**src/sensor_cfg_consts.svh**
```systemverilog
// Purpose: Offsets, field positions, reset values and timing counts of the
//          sensor configuration register bank.
// Assumes: 8-bit register address and 8-bit data.
// Notes:   Definitions only.
`ifndef SENSOR_CFG_CONSTS_SVH
`define SENSOR_CFG_CONSTS_SVH

// ****************************************************************
// Register offsets
// ****************************************************************
`define OFS_REV       8'h00
`define OFS_MAIN_CONFIGURATION_REG  8'h01
`define OFS_GAIN      8'h02
`define OFS_ITL       8'h03
`define OFS_IDL       8'h04
`define OFS_TIMEH     8'h05
`define OFS_BIAS      8'h06
`define OFS_OFFS      8'h08

// ****************************************************************
// Field positions
// ****************************************************************
`define BIT_BANK_EN   7
`define BIT_SERIAL    6
`define BIT_PWR_DOWN  5
`define BIT_AMP_PD    4
`define BIT_ROUTE     3
`define BIT_SOFT_RST  2
`define BIT_HIGH_Z    1
`define BIT_SNAPSHOT  0
`define BIT_DAC_EN    6
`define BIT_POLARITY  7

// ****************************************************************
// Reset values and write masks
// ****************************************************************
`define RST_MAIN_CONFIGURATION      8'h01
`define RST_GAIN      8'h00
`define RST_ITL       8'h0a
`define RST_IDL       8'h00
`define RST_TIMEH     8'h00
`define RST_BIAS      8'h00
`define RST_OFFS      8'h00
`define MSK_MAIN_CONFIGURATION      8'h7f
`define MSK_GAIN      8'h5f
`define MSK_TIMEH     8'h3f
`define MSK_BIAS      8'hf0
`define MSK_OFFS      8'hbf

// ****************************************************************
// Timing counts
// ****************************************************************
`define SOFT_RST_CYCLES 4'h4

`endif

```
**src/sensor_cfg_pkg.sv**
```systemverilog
// Purpose: Types shared by the sensor configuration register bank.
// Assumes: Nothing beyond an 8-bit register space.
// Notes:   Constants live in sensor_cfg_consts.svh.
package sensor_cfg_pkg;

  // Phases of the self-clearing soft reset.
  typedef enum logic [1:0] {
    soft_idle,
    soft_active,
    soft_done
  } soft_rst_state_t;

endpackage

```
**src/sensor_config_register_bank.sv**
```systemverilog
// Purpose: Configuration register bank of a monochrome image sensor.
// Assumes: A serial bus engine delivers decoded byte writes and read requests
//          with an 8-bit register address on sys_clk_i.
// Notes:   Outputs are registered; read data appears one cycle after rd_en_i.
//
// Functional notes
// Bank enable switches offset bank on only with offset DAC enable also set.
// Bank enable gates access to the bias power setting register.
// Revision bits 4:0 return the silicon revision and ignore writes.
// Main configuration bit 6 selects serial port when set, parallel when clear.
// Serial port selected puts the six upper data outputs in high impedance.
// Main configuration bit 5 powers down the whole sensor.
// Main configuration bit 4 powers down the video gain amplifier.
// Main configuration bit 3 routes pixel core straight to the converter.
// Writing one to bit 2 triggers system reset; logic clears it automatically.
// Main configuration bit 1 puts whole video port in high impedance.
// Main configuration bit 0 set selects snapshot, clear selects video mode.
// Gain register bits 4:0 hold the overall video gain code.
// Gain bit 6 is offset DAC enable, needed with bank enable.
// Integration count: low byte at offset 3, upper bits from offset 5 bits 2:0.
// Idle count: low byte at offset 4, upper bits from offset 5 bits 5:3.
// Host must not program idle low byte to zero.
// Bias trim bits 7:4: 0000 nominal, 1111 plus, 1110 minus 6.7 mA.
// Host should program bias trim once after each system reset.
// Host sets bank enable before writing the bias power register.
// Offset bit 7 gives polarity: one positive, zero negative.
// Offset bits 5:0 hold the offset magnitude.
// Host sets both enables before relying on the offset register.
// Write: address with write bit, register address, data; each byte acknowledged.
// Read: address phase, repeated start, read; host ends with not-acknowledge.
// Bias register writes ignored while bank enable clear; reserved bits read zero.
`include "sensor_cfg_consts.svh"

module sensor_config_register_bank
  import sensor_cfg_pkg::*;
#(
  parameter logic [4:0] SILICON_REVISION = 5'h01  // Arbitrary value.
)(
  input  wire logic       sys_clk_i,
  input  wire logic       rst_i,
  input  wire logic       wr_en_i,
  input  wire logic       rd_en_i,
  input  wire logic [7:0] reg_addr_i,
  input  wire logic [7:0] wr_data_i,
  output logic      [7:0] rd_data_o,
  output logic            rd_valid_o,
  output logic            serial_port_select_o,
  output logic [5:0]      upper_data_oe_n_o,
  output logic            video_port_high_z_o,
  output logic            sensor_power_down_o,
  output logic            amplifier_power_down_o,
  output logic            amplifier_route_around_o,
  output logic            system_reset_o,
  output logic            snapshot_mode_o,
  output logic [4:0]      gain_code_o,
  output logic            offset_bank_active_o,
  output logic [10:0]     integration_count_o,
  output logic [10:0]     idle_count_o,
  output logic [3:0]      bias_current_trim_o,
  output logic            offset_polarity_o,
  output logic [5:0]      offset_magnitude_o
);

  // ****************************************************************
  // Register storage
  // ****************************************************************
  logic             offset_bank_enable_r;
  logic [7:0]       main_configuration_r;
  logic [7:0]       video_gain_control_r;
  logic [7:0]       integration_time_low_r;
  logic [7:0]       idle_time_low_r;
  logic [7:0]       time_high_bits_r;
  logic [7:0]       bias_power_setting_r;
  logic [7:0]       offset_adjustment_r;
  soft_rst_state_t  soft_state_r;
  soft_rst_state_t  soft_state_nxt;
  logic [3:0]       soft_cnt_r;
  logic             soft_reset_w;
  logic             reset_all_w;
  logic [7:0]       rd_mux_w;

  // Decoded write strobes per register.
  logic wr_rev_w;
  logic wr_main_configuration_w;
  logic wr_gain_w;
  logic wr_itl_w;
  logic wr_idl_w;
  logic wr_timeh_w;
  logic wr_bias_w;
  logic wr_offs_w;

  // Address decode; the bias register only accepts writes while the bank is enabled.
  assign wr_rev_w   = wr_en_i && (reg_addr_i == `OFS_REV);
  assign wr_main_configuration_w  = wr_en_i && (reg_addr_i == `OFS_MAIN_CONFIGURATION_REG);
  assign wr_gain_w  = wr_en_i && (reg_addr_i == `OFS_GAIN);
  assign wr_itl_w   = wr_en_i && (reg_addr_i == `OFS_ITL);
  assign wr_idl_w   = wr_en_i && (reg_addr_i == `OFS_IDL);
  assign wr_timeh_w = wr_en_i && (reg_addr_i == `OFS_TIMEH);
  assign wr_bias_w  = wr_en_i && (reg_addr_i == `OFS_BIAS) && offset_bank_enable_r;
  assign wr_offs_w  = wr_en_i && (reg_addr_i == `OFS_OFFS);

  // A soft reset restores every register except the main configuration bits themselves.
  assign soft_reset_w = (soft_state_r == soft_active);
  assign reset_all_w  = rst_i || soft_reset_w;

  // ****************************************************************
  // Soft reset sequencer
  // ****************************************************************
  // Writing one to the reset bit starts a fixed-length system reset, then the bit clears.
  always_comb
  begin
    soft_state_nxt = soft_state_r;
    case (soft_state_r)
      soft_idle:
      begin
        if (wr_main_configuration_w && wr_data_i[`BIT_SOFT_RST])
          soft_state_nxt = soft_active;
      end
      soft_active:
      begin
        if (soft_cnt_r == `SOFT_RST_CYCLES - 4'h1)
          soft_state_nxt = soft_done;
      end
      soft_done:
      begin
        // A new request in the closing cycle starts another sequence at once.
        if (wr_main_configuration_w && wr_data_i[`BIT_SOFT_RST])
          soft_state_nxt = soft_active;
        else
          soft_state_nxt = soft_idle;
      end
      default:
        soft_state_nxt = soft_idle;
    endcase
  end

  // State register of the sequencer.
  always_ff @(posedge sys_clk_i)
  begin
    if (rst_i)
      soft_state_r <= soft_idle;
    else
      soft_state_r <= soft_state_nxt;
  end

  // Counts cycles of the active soft reset.
  always_ff @(posedge sys_clk_i)
  begin
    if (rst_i || !soft_reset_w)
      soft_cnt_r <= 4'h0;
    else
      soft_cnt_r <= soft_cnt_r + 4'h1;
  end

  // ****************************************************************
  // Register writes
  // ****************************************************************
  // Bank enable; revision bits are constant and never written.
  always_ff @(posedge sys_clk_i)
  begin
    if (reset_all_w)
      offset_bank_enable_r <= 1'b0;
    else if (wr_rev_w)
      offset_bank_enable_r <= wr_data_i[`BIT_BANK_EN];
  end

  // Main configuration; the reset bit clears itself once the sequence ends.
  // A host write in that closing cycle wins over the clear, so no request is lost.
  always_ff @(posedge sys_clk_i)
  begin
    if (rst_i)
      main_configuration_r <= `RST_MAIN_CONFIGURATION;
    else if (wr_main_configuration_w && !soft_reset_w)
      main_configuration_r <= wr_data_i & `MSK_MAIN_CONFIGURATION;
    else if (soft_state_r == soft_done)
      main_configuration_r[`BIT_SOFT_RST] <= 1'b0;
  end

  // Gain, integration, idle, high bits and offset registers.
  always_ff @(posedge sys_clk_i)
  begin
    if (reset_all_w)
    begin
      video_gain_control_r   <= `RST_GAIN;
      integration_time_low_r <= `RST_ITL;
      idle_time_low_r        <= `RST_IDL;
      time_high_bits_r       <= `RST_TIMEH;
      offset_adjustment_r    <= `RST_OFFS;
    end
    else
    begin
      if (wr_gain_w)
        video_gain_control_r <= wr_data_i & `MSK_GAIN;
      if (wr_itl_w)
        integration_time_low_r <= wr_data_i;
      if (wr_idl_w)
        idle_time_low_r <= wr_data_i;
      if (wr_timeh_w)
        time_high_bits_r <= wr_data_i & `MSK_TIMEH;
      if (wr_offs_w)
        offset_adjustment_r <= wr_data_i & `MSK_OFFS;
    end
  end

  // Bias trim register, reachable only while the bank is enabled.
  always_ff @(posedge sys_clk_i)
  begin
    if (reset_all_w)
      bias_power_setting_r <= `RST_BIAS;
    else if (wr_bias_w)
      bias_power_setting_r <= wr_data_i & `MSK_BIAS;
  end

  // ****************************************************************
  // Register reads
  // ****************************************************************
  // Read multiplexer; unmapped addresses and reserved bits read zero.
  always_comb
  begin
    case (reg_addr_i)
      `OFS_REV:      rd_mux_w = {offset_bank_enable_r, 2'h0, SILICON_REVISION};
      `OFS_MAIN_CONFIGURATION_REG: rd_mux_w = main_configuration_r;
      `OFS_GAIN:     rd_mux_w = video_gain_control_r;
      `OFS_ITL:      rd_mux_w = integration_time_low_r;
      `OFS_IDL:      rd_mux_w = idle_time_low_r;
      `OFS_TIMEH:    rd_mux_w = time_high_bits_r;
      `OFS_BIAS:     rd_mux_w = offset_bank_enable_r ? bias_power_setting_r : 8'h00;
      `OFS_OFFS:     rd_mux_w = offset_adjustment_r;
      default:       rd_mux_w = 8'h00;
    endcase
  end

  // Registered read answer, one cycle after the request.
  always_ff @(posedge sys_clk_i)
  begin
    if (rst_i)
    begin
      rd_data_o  <= 8'h00;
      rd_valid_o <= 1'b0;
    end
    else
    begin
      rd_valid_o <= rd_en_i;
      if (rd_en_i)
        rd_data_o <= rd_mux_w;
    end
  end

  // ****************************************************************
  // Control outputs
  // ****************************************************************
  // Port mode and tri-state controls of the digital video port.
  always_ff @(posedge sys_clk_i)
  begin
    if (rst_i)
    begin
      serial_port_select_o <= 1'b0;
      upper_data_oe_n_o    <= 6'h00;
      video_port_high_z_o  <= 1'b0;
    end
    else
    begin
      serial_port_select_o <= main_configuration_r[`BIT_SERIAL];
      // Upper data lines float in serial mode or when the whole port floats.
      upper_data_oe_n_o    <= {6{main_configuration_r[`BIT_SERIAL]
                                | main_configuration_r[`BIT_HIGH_Z]}};
      video_port_high_z_o  <= main_configuration_r[`BIT_HIGH_Z];
    end
  end

  // Power, amplifier routing and operating mode controls.
  always_ff @(posedge sys_clk_i)
  begin
    if (rst_i)
    begin
      sensor_power_down_o      <= 1'b0;
      amplifier_power_down_o   <= 1'b0;
      amplifier_route_around_o <= 1'b0;
      snapshot_mode_o          <= 1'b1;
    end
    else
    begin
      sensor_power_down_o      <= main_configuration_r[`BIT_PWR_DOWN];
      amplifier_power_down_o   <= main_configuration_r[`BIT_AMP_PD];
      amplifier_route_around_o <= main_configuration_r[`BIT_ROUTE];
      snapshot_mode_o          <= main_configuration_r[`BIT_SNAPSHOT];
    end
  end

  // System reset pulse, high for the whole active phase of the sequencer.
  // It lags the sequencer by one cycle, so downstream timing logic sees a clean level.
  always_ff @(posedge sys_clk_i)
  begin
    if (rst_i)
      system_reset_o <= 1'b0;
    else
      system_reset_o <= soft_reset_w;
  end

  // Gain code and the combined offset bank switch.
  always_ff @(posedge sys_clk_i)
  begin
    if (rst_i)
    begin
      gain_code_o          <= 5'h00;
      offset_bank_active_o <= 1'b0;
    end
    else
    begin
      gain_code_o          <= video_gain_control_r[4:0];
      // Either enable alone leaves the offset bank off.
      offset_bank_active_o <= offset_bank_enable_r
                              & video_gain_control_r[`BIT_DAC_EN];
    end
  end

  // Integration and idle counts, each an 11-bit value spread over two registers.
  // A host that updates low and high bytes in separate writes briefly shows a mixed count.
  always_ff @(posedge sys_clk_i)
  begin
    if (rst_i)
    begin
      integration_count_o <= 11'h000;
      idle_count_o        <= 11'h000;
    end
    else
    begin
      integration_count_o <= {time_high_bits_r[2:0], integration_time_low_r};
      idle_count_o        <= {time_high_bits_r[5:3], idle_time_low_r};
    end
  end

  // Bias trim and signed offset fields.
  always_ff @(posedge sys_clk_i)
  begin
    if (rst_i)
    begin
      bias_current_trim_o <= 4'h0;
      offset_polarity_o   <= 1'b0;
      offset_magnitude_o  <= 6'h00;
    end
    else
    begin
      bias_current_trim_o <= bias_power_setting_r[7:4];
      offset_polarity_o   <= offset_adjustment_r[`BIT_POLARITY];
      offset_magnitude_o  <= offset_adjustment_r[5:0];
    end
  end

endmodule

```
**config.mk**
```make
export PLATFORM = sky130hd
export DESIGN_NAME = sensor_config_register_bank
export DESIGN_NICKNAME = d
export VERILOG_FILES = /design/src/sensor_cfg_pkg.sv /design/src/sensor_config_register_bank.sv
export VERILOG_INCLUDE_DIRS = /design/src
export SDC_FILE = /design/constraint.sdc
export NUM_CORES = 1
export LEC_CHECK = 0
export ABC_AREA = 1
export BUFFER_PORTS_ARGS = -buffer_cell sky130_fd_sc_hd__buf_2
export CAP_MARGIN = 20
export CORE_ASPECT_RATIO = 2
export CORE_MARGIN = 4
export CORE_UTILIZATION = 45
export CTS_BUF_LIST = sky130_fd_sc_hd__clkbuf_4 sky130_fd_sc_hd__clkbuf_8
export CTS_CLUSTER_SIZE = 30
export DETAILED_ROUTE_END_ITERATION = 16
export PLACE_DENSITY_LB_ADDON = 0.3
export SLEW_MARGIN = 20
export SYNTH_ARGS = -nofsm -noshare
export SYNTH_HDL_FRONTEND = slang
export SYNTH_SLANG_ARGS = --single-unit
```
**constraint.sdc**
```tcl
create_clock -name sys_clk_i -period 1.5 [get_ports sys_clk_i]
set_input_delay 0.3 -clock sys_clk_i [delete_from_list [all_inputs] [get_ports sys_clk_i]]
set_output_delay 0.3 -clock sys_clk_i [all_outputs]
set_load 0.005 [all_outputs]
```
==> results.txt, run 1 <==
DP Cell Count -> 694
Final Hold Viols -> 0
Die W -> 75.9 um
Min Tclk post-route -> 1240 ps
Core Area -> 9010 um2
Design Area, Final -> 4890 um2
Grt total ovfl -> 0
Post-synth top area share -> 0.526
Routed WL -> 10.1 mm
Die Y -> 144 um
DR WL/cell -> 14.2 um
Pin count of the biggest net entering global routing -> 39
Synth Instances -> 520
Clock Skews -> 8.99 ps
Rel. slew slack -> 0.769
Comb pwr share -> 0.050
Top_reg_cell synth -> dfxtp_1
Vias post-DR -> 3,487
Routed Antenna Nets -> 0
Clock transition at the registers of the reported paths -> 100 ps
Clk network pwr share -> 0.360
Clock Tree Buf Depth -> 2
Post-synth top cells -> dfxtp_1 (109), nor2_1 (81), inv_1 (61)
Startpoint types -> flip-flop
Final core occ -> 0.542
FMAX -> 809 MHz
CTS Root Buffer Type -> clkbuf_8
Worst Hold Class -> primary input to flip-flop
Sequential power share -> 0.590
Final slew viol count -> 0
RePlAce Congestion -> 0.907
TritonCTS clock tree -> yes
Final worst path period share -> 0.824
Nets@finish -> 624
Fillers -> 876
Vias in the first global route -> 3,391
DRC viols -> 0
GRT Total Usage -> 0.186
Top-count cell post-synth -> dfxtp_1
# IOs -> 81
DIE AREA -> 10,900 um2
Net Switching -> 0.00117 W
Synth area leader -> dfxtp_1
Crit-path cells -> inv_1 -> nor2_2 -> inv_1 -> nor2_1 -> o21ai_0 -> a21oi_1
Std-Cell Rows -> 49
CTS Buf Count -> 9
Worst Path Max Fanout -> 5
Drt pass-1 iters -> 4
YS warnings -> 0
Post-Syn Nets -> 541
Yosys reg bits -> 109
Synth cell types -> 30
Seq. cell area -> 2180 um2
Initial antenna violation count -> 0
Clock latency on the worst-skew pair -> 370 ps
Detail Placement HPWL -> 7.85 mm
First-pass GRT wire length -> 16.2 mm
Synth Area per Inst -> 7.98 um2
Critical path required time -> 1800 ps
Internal power -> 0.00375 W
Dpl cell area -> 4690 um2
Setup crit end kind -> flip-flop
Worst path bufs/invs -> 2
Diode count -> 0
RSZ-0062 raised after global routing -> false
CTS Sinks -> 109
Crit-path slowest cell -> dfxtp_1
Largest cells by area after synthesis -> dfxtp_1 (53%), nor2_1 (7.3%), a21oi_1 (5.5%)
EDFF count, synth -> 0
Area grow syn2layout -> 17.7%
Number of post-CTS setup repair buffers -> 0
Flop2flop setup slack -> 260 ps
CTS H-tree depth -> 3
Net Sw Frac -> 0.237
Status -> completed
Layout cell share with drive strength beyond 1 -> 0.253
# port buffers -> 80
PD cells -> 1010 nW/um2
Sequential share of the synthesized area -> 0.526
Finished Layout Cells -> 710
Critical path type -> flip-flop to flip-flop
PostCTS Resize Cnt -> 0
Worst Tran Pin Value -> 346 ps
Initial core utilization -> 0.461
Detailed Route Iter0 Violations -> 197
Synthesized cell area -> 4150 um2
Area occupied by multi-input gates -> 1550 um2
Lkg Pwr -> 2.26 nW
Tot Pwr -> 0.00492 W
Max-cap violations -> 0
Hold_buf cts -> 0
Crit path top cell by count -> inv_1
Endpoints failing setup -> 0
CP arrival -> 1540 ps
Async SR Flop Fraction -> 0
Vias per Instance -> 4.91
Delay-heaviest family, CP -> simple AND/OR/NAND/NOR gates
Worst path max stage delay -> 340 ps
VDD IR max -> 0.628 mV
[worst min-delay path: stages]
cell	delay, ps
buf_2	90
o21ai_0	80
a21oi_1	110
[power groups by stage]
| stage | clock network (W) | logic [W] | registers, W |
|---|---|---|---|
| final | 0.00177 | 0.000244 | 0.00290 |
| after global routing | 0.00191 | 0.000269 | 0.00290 |
| after CTS | 0.00180 | 0.000245 | 0.00290 |
| after detailed placement | 0 | 0.000244 | 0.00297 |
| after global placement | 0 | 0.000240 | 0.00297 |
| after floorplan | 0 | 0.000136 | 0.00297 |
[final timing paths]
| check | from | end | depth (start not counted) |
|---|---|---|---|
| max | soft_state_r[0]$_SDFFE_PP0P_ | soft_cnt_r[3]$_SDFF_PP0_ | 6 |
| min | wr_data_i[0] | time_high_bits_r[0]$_SDFFE_PP0P_ | 3 |
| max reg2reg | soft_state_r[0]$_SDFFE_PP0P_ | soft_cnt_r[3]$_SDFF_PP0_ | 6 |
| min reg2reg | soft_cnt_r[0]$_SDFF_PP0_ | soft_cnt_r[0]$_SDFF_PP0_ | 1 |
[stage by stage]
stage	setup slack [ps]	hold slack (ps)	TNS, ps
floorplan	244	413	0
global placement	13.0	428	0
detailed placement	-41.2	440	-165
CTS	253	241	0
global route	142	248	0
finish	264	255	0
[kinds of logic (layout without fill, tap and decap cells)]
| logic type | after synthesis | in the layout | share of synthesized area |
|---|---|---|---|
| and+or+nand+nor | 206 | 206 | 0.239 |
| DFF | 109 | 109 | 0.526 |
| AOI/OAI and AO/OA | 105 | 105 | 0.131 |
| buffers and inverters | 99 | 187 | 0.102 |
| adders and majority gates | 1 | 1 | 0.00301 |
[per-layer routing]
metal,track usage,wire [um],up-vias
met1,0.187,3850,1588
met3,0.0395,380,30
li1,-,-,1797
met5,0,0,-
met4,0.114,451,0
met2,0.344,5380,72
[cell type report]
class                      count  share of cell area
sequential                   109               0.447
multi-input combinational    312               0.317
timing repair buffer          97               0.113
inverter                      74              0.0569
tap                          102              0.0261
clock buffer                   9              0.0254
clock inverter                 7              0.0154
[flip-flops by register name (all words and copies together) (netlist names), 2 cells and up]
name                    flops
integration_count_o        11
soft_state_r                2
idle_time_low_r             8
offset_adjustment_r         7
bias_power_setting_r        4
gain_code_o                 5
main_configuration_r        7
time_high_bits_r            6
soft_cnt_r                  4
rd_data_o                   8
video_gain_control_r        6
offset_magnitude_o          6
idle_count_o               11
bias_current_trim_o         4
integration_time_low_r      8
[cell usage in the layout (no fill, tap or decap), types with 4 or more instances in the layout]
master,instances
dfxtp_1,109
nor2_1,81
buf_2,80
inv_1,61
nand2_1,57
a21oi_1,46
nand3_1,39
o21ai_0,29
o21ai_1,25
buf_4,15
inv_2,12
clkbuf_8,9
nand2_2,6
nor2_2,6
nor2_4,5
nand2_4,4
(Power assumes the default switching activity.)
==> inputs of run 2 (changes only) <==
clock period = 1 ns   (was 1.5 ns; I/O delays follow)
==> results.txt, run 2 (synthesis gave the netlist of run 1 again) <==
Status -> finished, violations left
Violated checks -> negative setup slack
Net Switching -> 0.00198 W (+70%)
Detailed Route Iter0 Violations -> 287 (+46%)
Clock latency on the worst-skew pair -> 400 ps (+30 ps)
Clock Tree Buf Depth -> 2 (unchanged)
Area grow syn2layout -> 46.2%
# port buffers -> 80 (unchanged)
Clock Skews -> 15.2 ps (+6.17 ps)
Rel. slew slack -> 0.763 (-0.00560)
Internal power -> 0.00581 W (+55%)
Pin count of the biggest net entering global routing -> 30 (-23%)
Clk network pwr share -> 0.356 (-0.004)
Fillers -> 726 (-17%)
CTS Root Buffer Type -> clkbuf_8
Core Area -> 9010 um2 (unchanged)
CP arrival -> 1490 ps (-50 ps)
Layout cell share with drive strength beyond 1 -> 0.479 (+0.226)
Most frequent cells in the layout -> dfxtp_1 (83), nor2_1 (74), buf_2 (60)
FMAX -> 859 MHz (+6.1%)
Sequential power share -> 0.558 (-0.032)
Hold_buf cts -> 0 (unchanged)
Vias per Instance -> 5.19 (+5.7%)
Initial core utilization -> 0.461 (unchanged)
Net Sw Frac -> 0.254 (+0.0175)
Flop2flop setup slack -> -160 ps (-430 ps)
DP Cell Count -> 717 (+3.3%)
WP depth -> 7 (+1)
First-pass GRT wire length -> 17.9 mm (+10%)
Clock transition at the registers of the reported paths -> 100 ps (about the same)
Grt total ovfl -> 0 (unchanged)
Seq. cell area -> 2220 um2 (+1.7%)
Most common cell after layout, fill and taps aside -> dfxtp_1
# IOs -> 81 (unchanged)
Vias post-DR -> 3,888 (+11%)
Drt pass-1 iters -> 5 (+1)
GRT Total Usage -> 0.209 (+0.0227)
Startpoint types -> flip-flop
Worst Path Max Fanout -> 7 (+2)
Endpoints failing setup -> 113 (+113)
Finished Layout Cells -> 749 (+5.5%)
Worst Hold Class -> primary input to flip-flop
Die W -> 75.9 um (unchanged)
DR WL/cell -> 16.3 um (+15%)
Detail Placement HPWL -> 8.07 mm (+2.8%)
Die Y -> 144 um (unchanged)
Largest regs -> idle_count_o (11), integration_count_o (11)
Setup TNS -> -6880 ps (-6880 ps)
CTS H-tree depth -> 3 (unchanged)
Worst Tran Pin Value -> 355 ps (+8.40 ps)
CTS Buf Count -> 9 (unchanged)
RSZ-0062 raised after global routing -> true
Critical path type -> flip-flop to flip-flop
Initial antenna violation count -> 0 (unchanged)
Final worst path period share -> 1.16 (+0.341)
Worst path max stage delay -> 330 ps (about the same)
TritonCTS clock tree -> yes
Area occupied by multi-input gates -> 2030 um2 (+31%)
Crit path top cell by count -> nor2_4
Worst Hold Depth -> 2 (-1)
R2R cell count -> 7 (+1)
Final Hold Viols -> 0 (unchanged)
Std-Cell Rows -> 49 (unchanged)
DRC viols -> 0 (unchanged)
CTS Sinks -> 109 (unchanged)
Vias in the first global route -> 3,647 (+7.5%)
Setup crit end kind -> flip-flop
PD cells -> 1280 nW/um2 (+28%)
Min Hold Slack -> 107 ps (-148 ps)
VDD IR max -> 1.19 mV (+90%)
Diode count -> 0 (unchanged)
Min Tclk post-route -> 1160 ps (-71.3 ps)
Max-cap violations -> 0 (unchanged)
Post-route setup slack -> -164 ps (-429 ps)
DIE AREA -> 10,900 um2 (unchanged)
Worst path bufs/invs -> 3 (+1)
Critical path required time -> 1330 ps (-470 ps)
Routed WL -> 12.2 mm (+21%)
Comb pwr share -> 0.086 (+0.036)
Nets@finish -> 663 (+6.3%)
Final core occ -> 0.673 (+0.131)
RePlAce Congestion -> 0.884 (-2.6%)
Final slew viol count -> 0 (unchanged)
Delay-heaviest family, CP -> buffers and inverters
Routed Antenna Nets -> 0 (unchanged)
Crit-path cells -> inv_2 -> nor2_4 -> nor2_4 -> buf_12 -> clkbuf_16 -> o21ai_2 -> a21oi_1
Crit-path slowest cell -> dfxtp_2
Lkg Pwr -> 2.66 nW (+17%)
## run 2: final timing paths
check	startpoint	to
setup / recovery	soft_state_r[0]$_SDFFE_PP0P_	idle_time_low_r[0]$_SDFFE_PP0P_
hold / removal	rst_i	integration_count_o[0]$_SDFF_PP0_
setup reg to reg	soft_state_r[0]$_SDFFE_PP0P_	idle_time_low_r[0]$_SDFFE_PP0P_
hold reg to reg	soft_state_r[0]$_SDFFE_PP0P_	soft_state_r[0]$_SDFFE_PP0P_
## run 2: layout make-up
type                       instances  area share
clock buffer                       9      0.0204
clock inverter                     7      0.0136
inverter                          74      0.0546
multi-input combinational        312       0.334
sequential                       109       0.366
tap                              102      0.0210
timing repair buffer             136       0.191
## run 2: power by group through the flow
stage	sequential (W)	combinational, W	clock (W)
floorplan	0.00446	0.000246	0
global placement	0.00446	0.000458	0
detailed placement	0.00446	0.000465	0
CTS	0.00435	0.000536	0.00278
global route	0.00435	0.000705	0.00296
finish	0.00435	0.000672	0.00277
## run 2: metal layers
metal | GRT usage | routed length (um) | vias to the layer above
li1 | - | - | 1883
met1 | 0.229 | 4390 | 1819
met2 | 0.367 | 6550 | 142
met3 | 0.0314 | 623 | 44
met4 | 0.142 | 645 | 0
met5 | 0 | 0 | -
## run 2: metrics by stage
stage                     power (W)  instance area (um2)  setup slack, ps
after detailed placement    0.00492                 5020             -491
after floorplan             0.00470                 4310             -122
final                       0.00779                 6070             -164
after CTS                   0.00767                 5460            -93.2
after global routing        0.00802                 6070             -207
after global placement      0.00491                 5020             -453
## run 2: timing repair
item	in CTS	in global routing
resized for setup	52	130
cloned	3	3
setup buffers	2	11
endpoints found under the setup margin	121	122
pin swaps	8	30
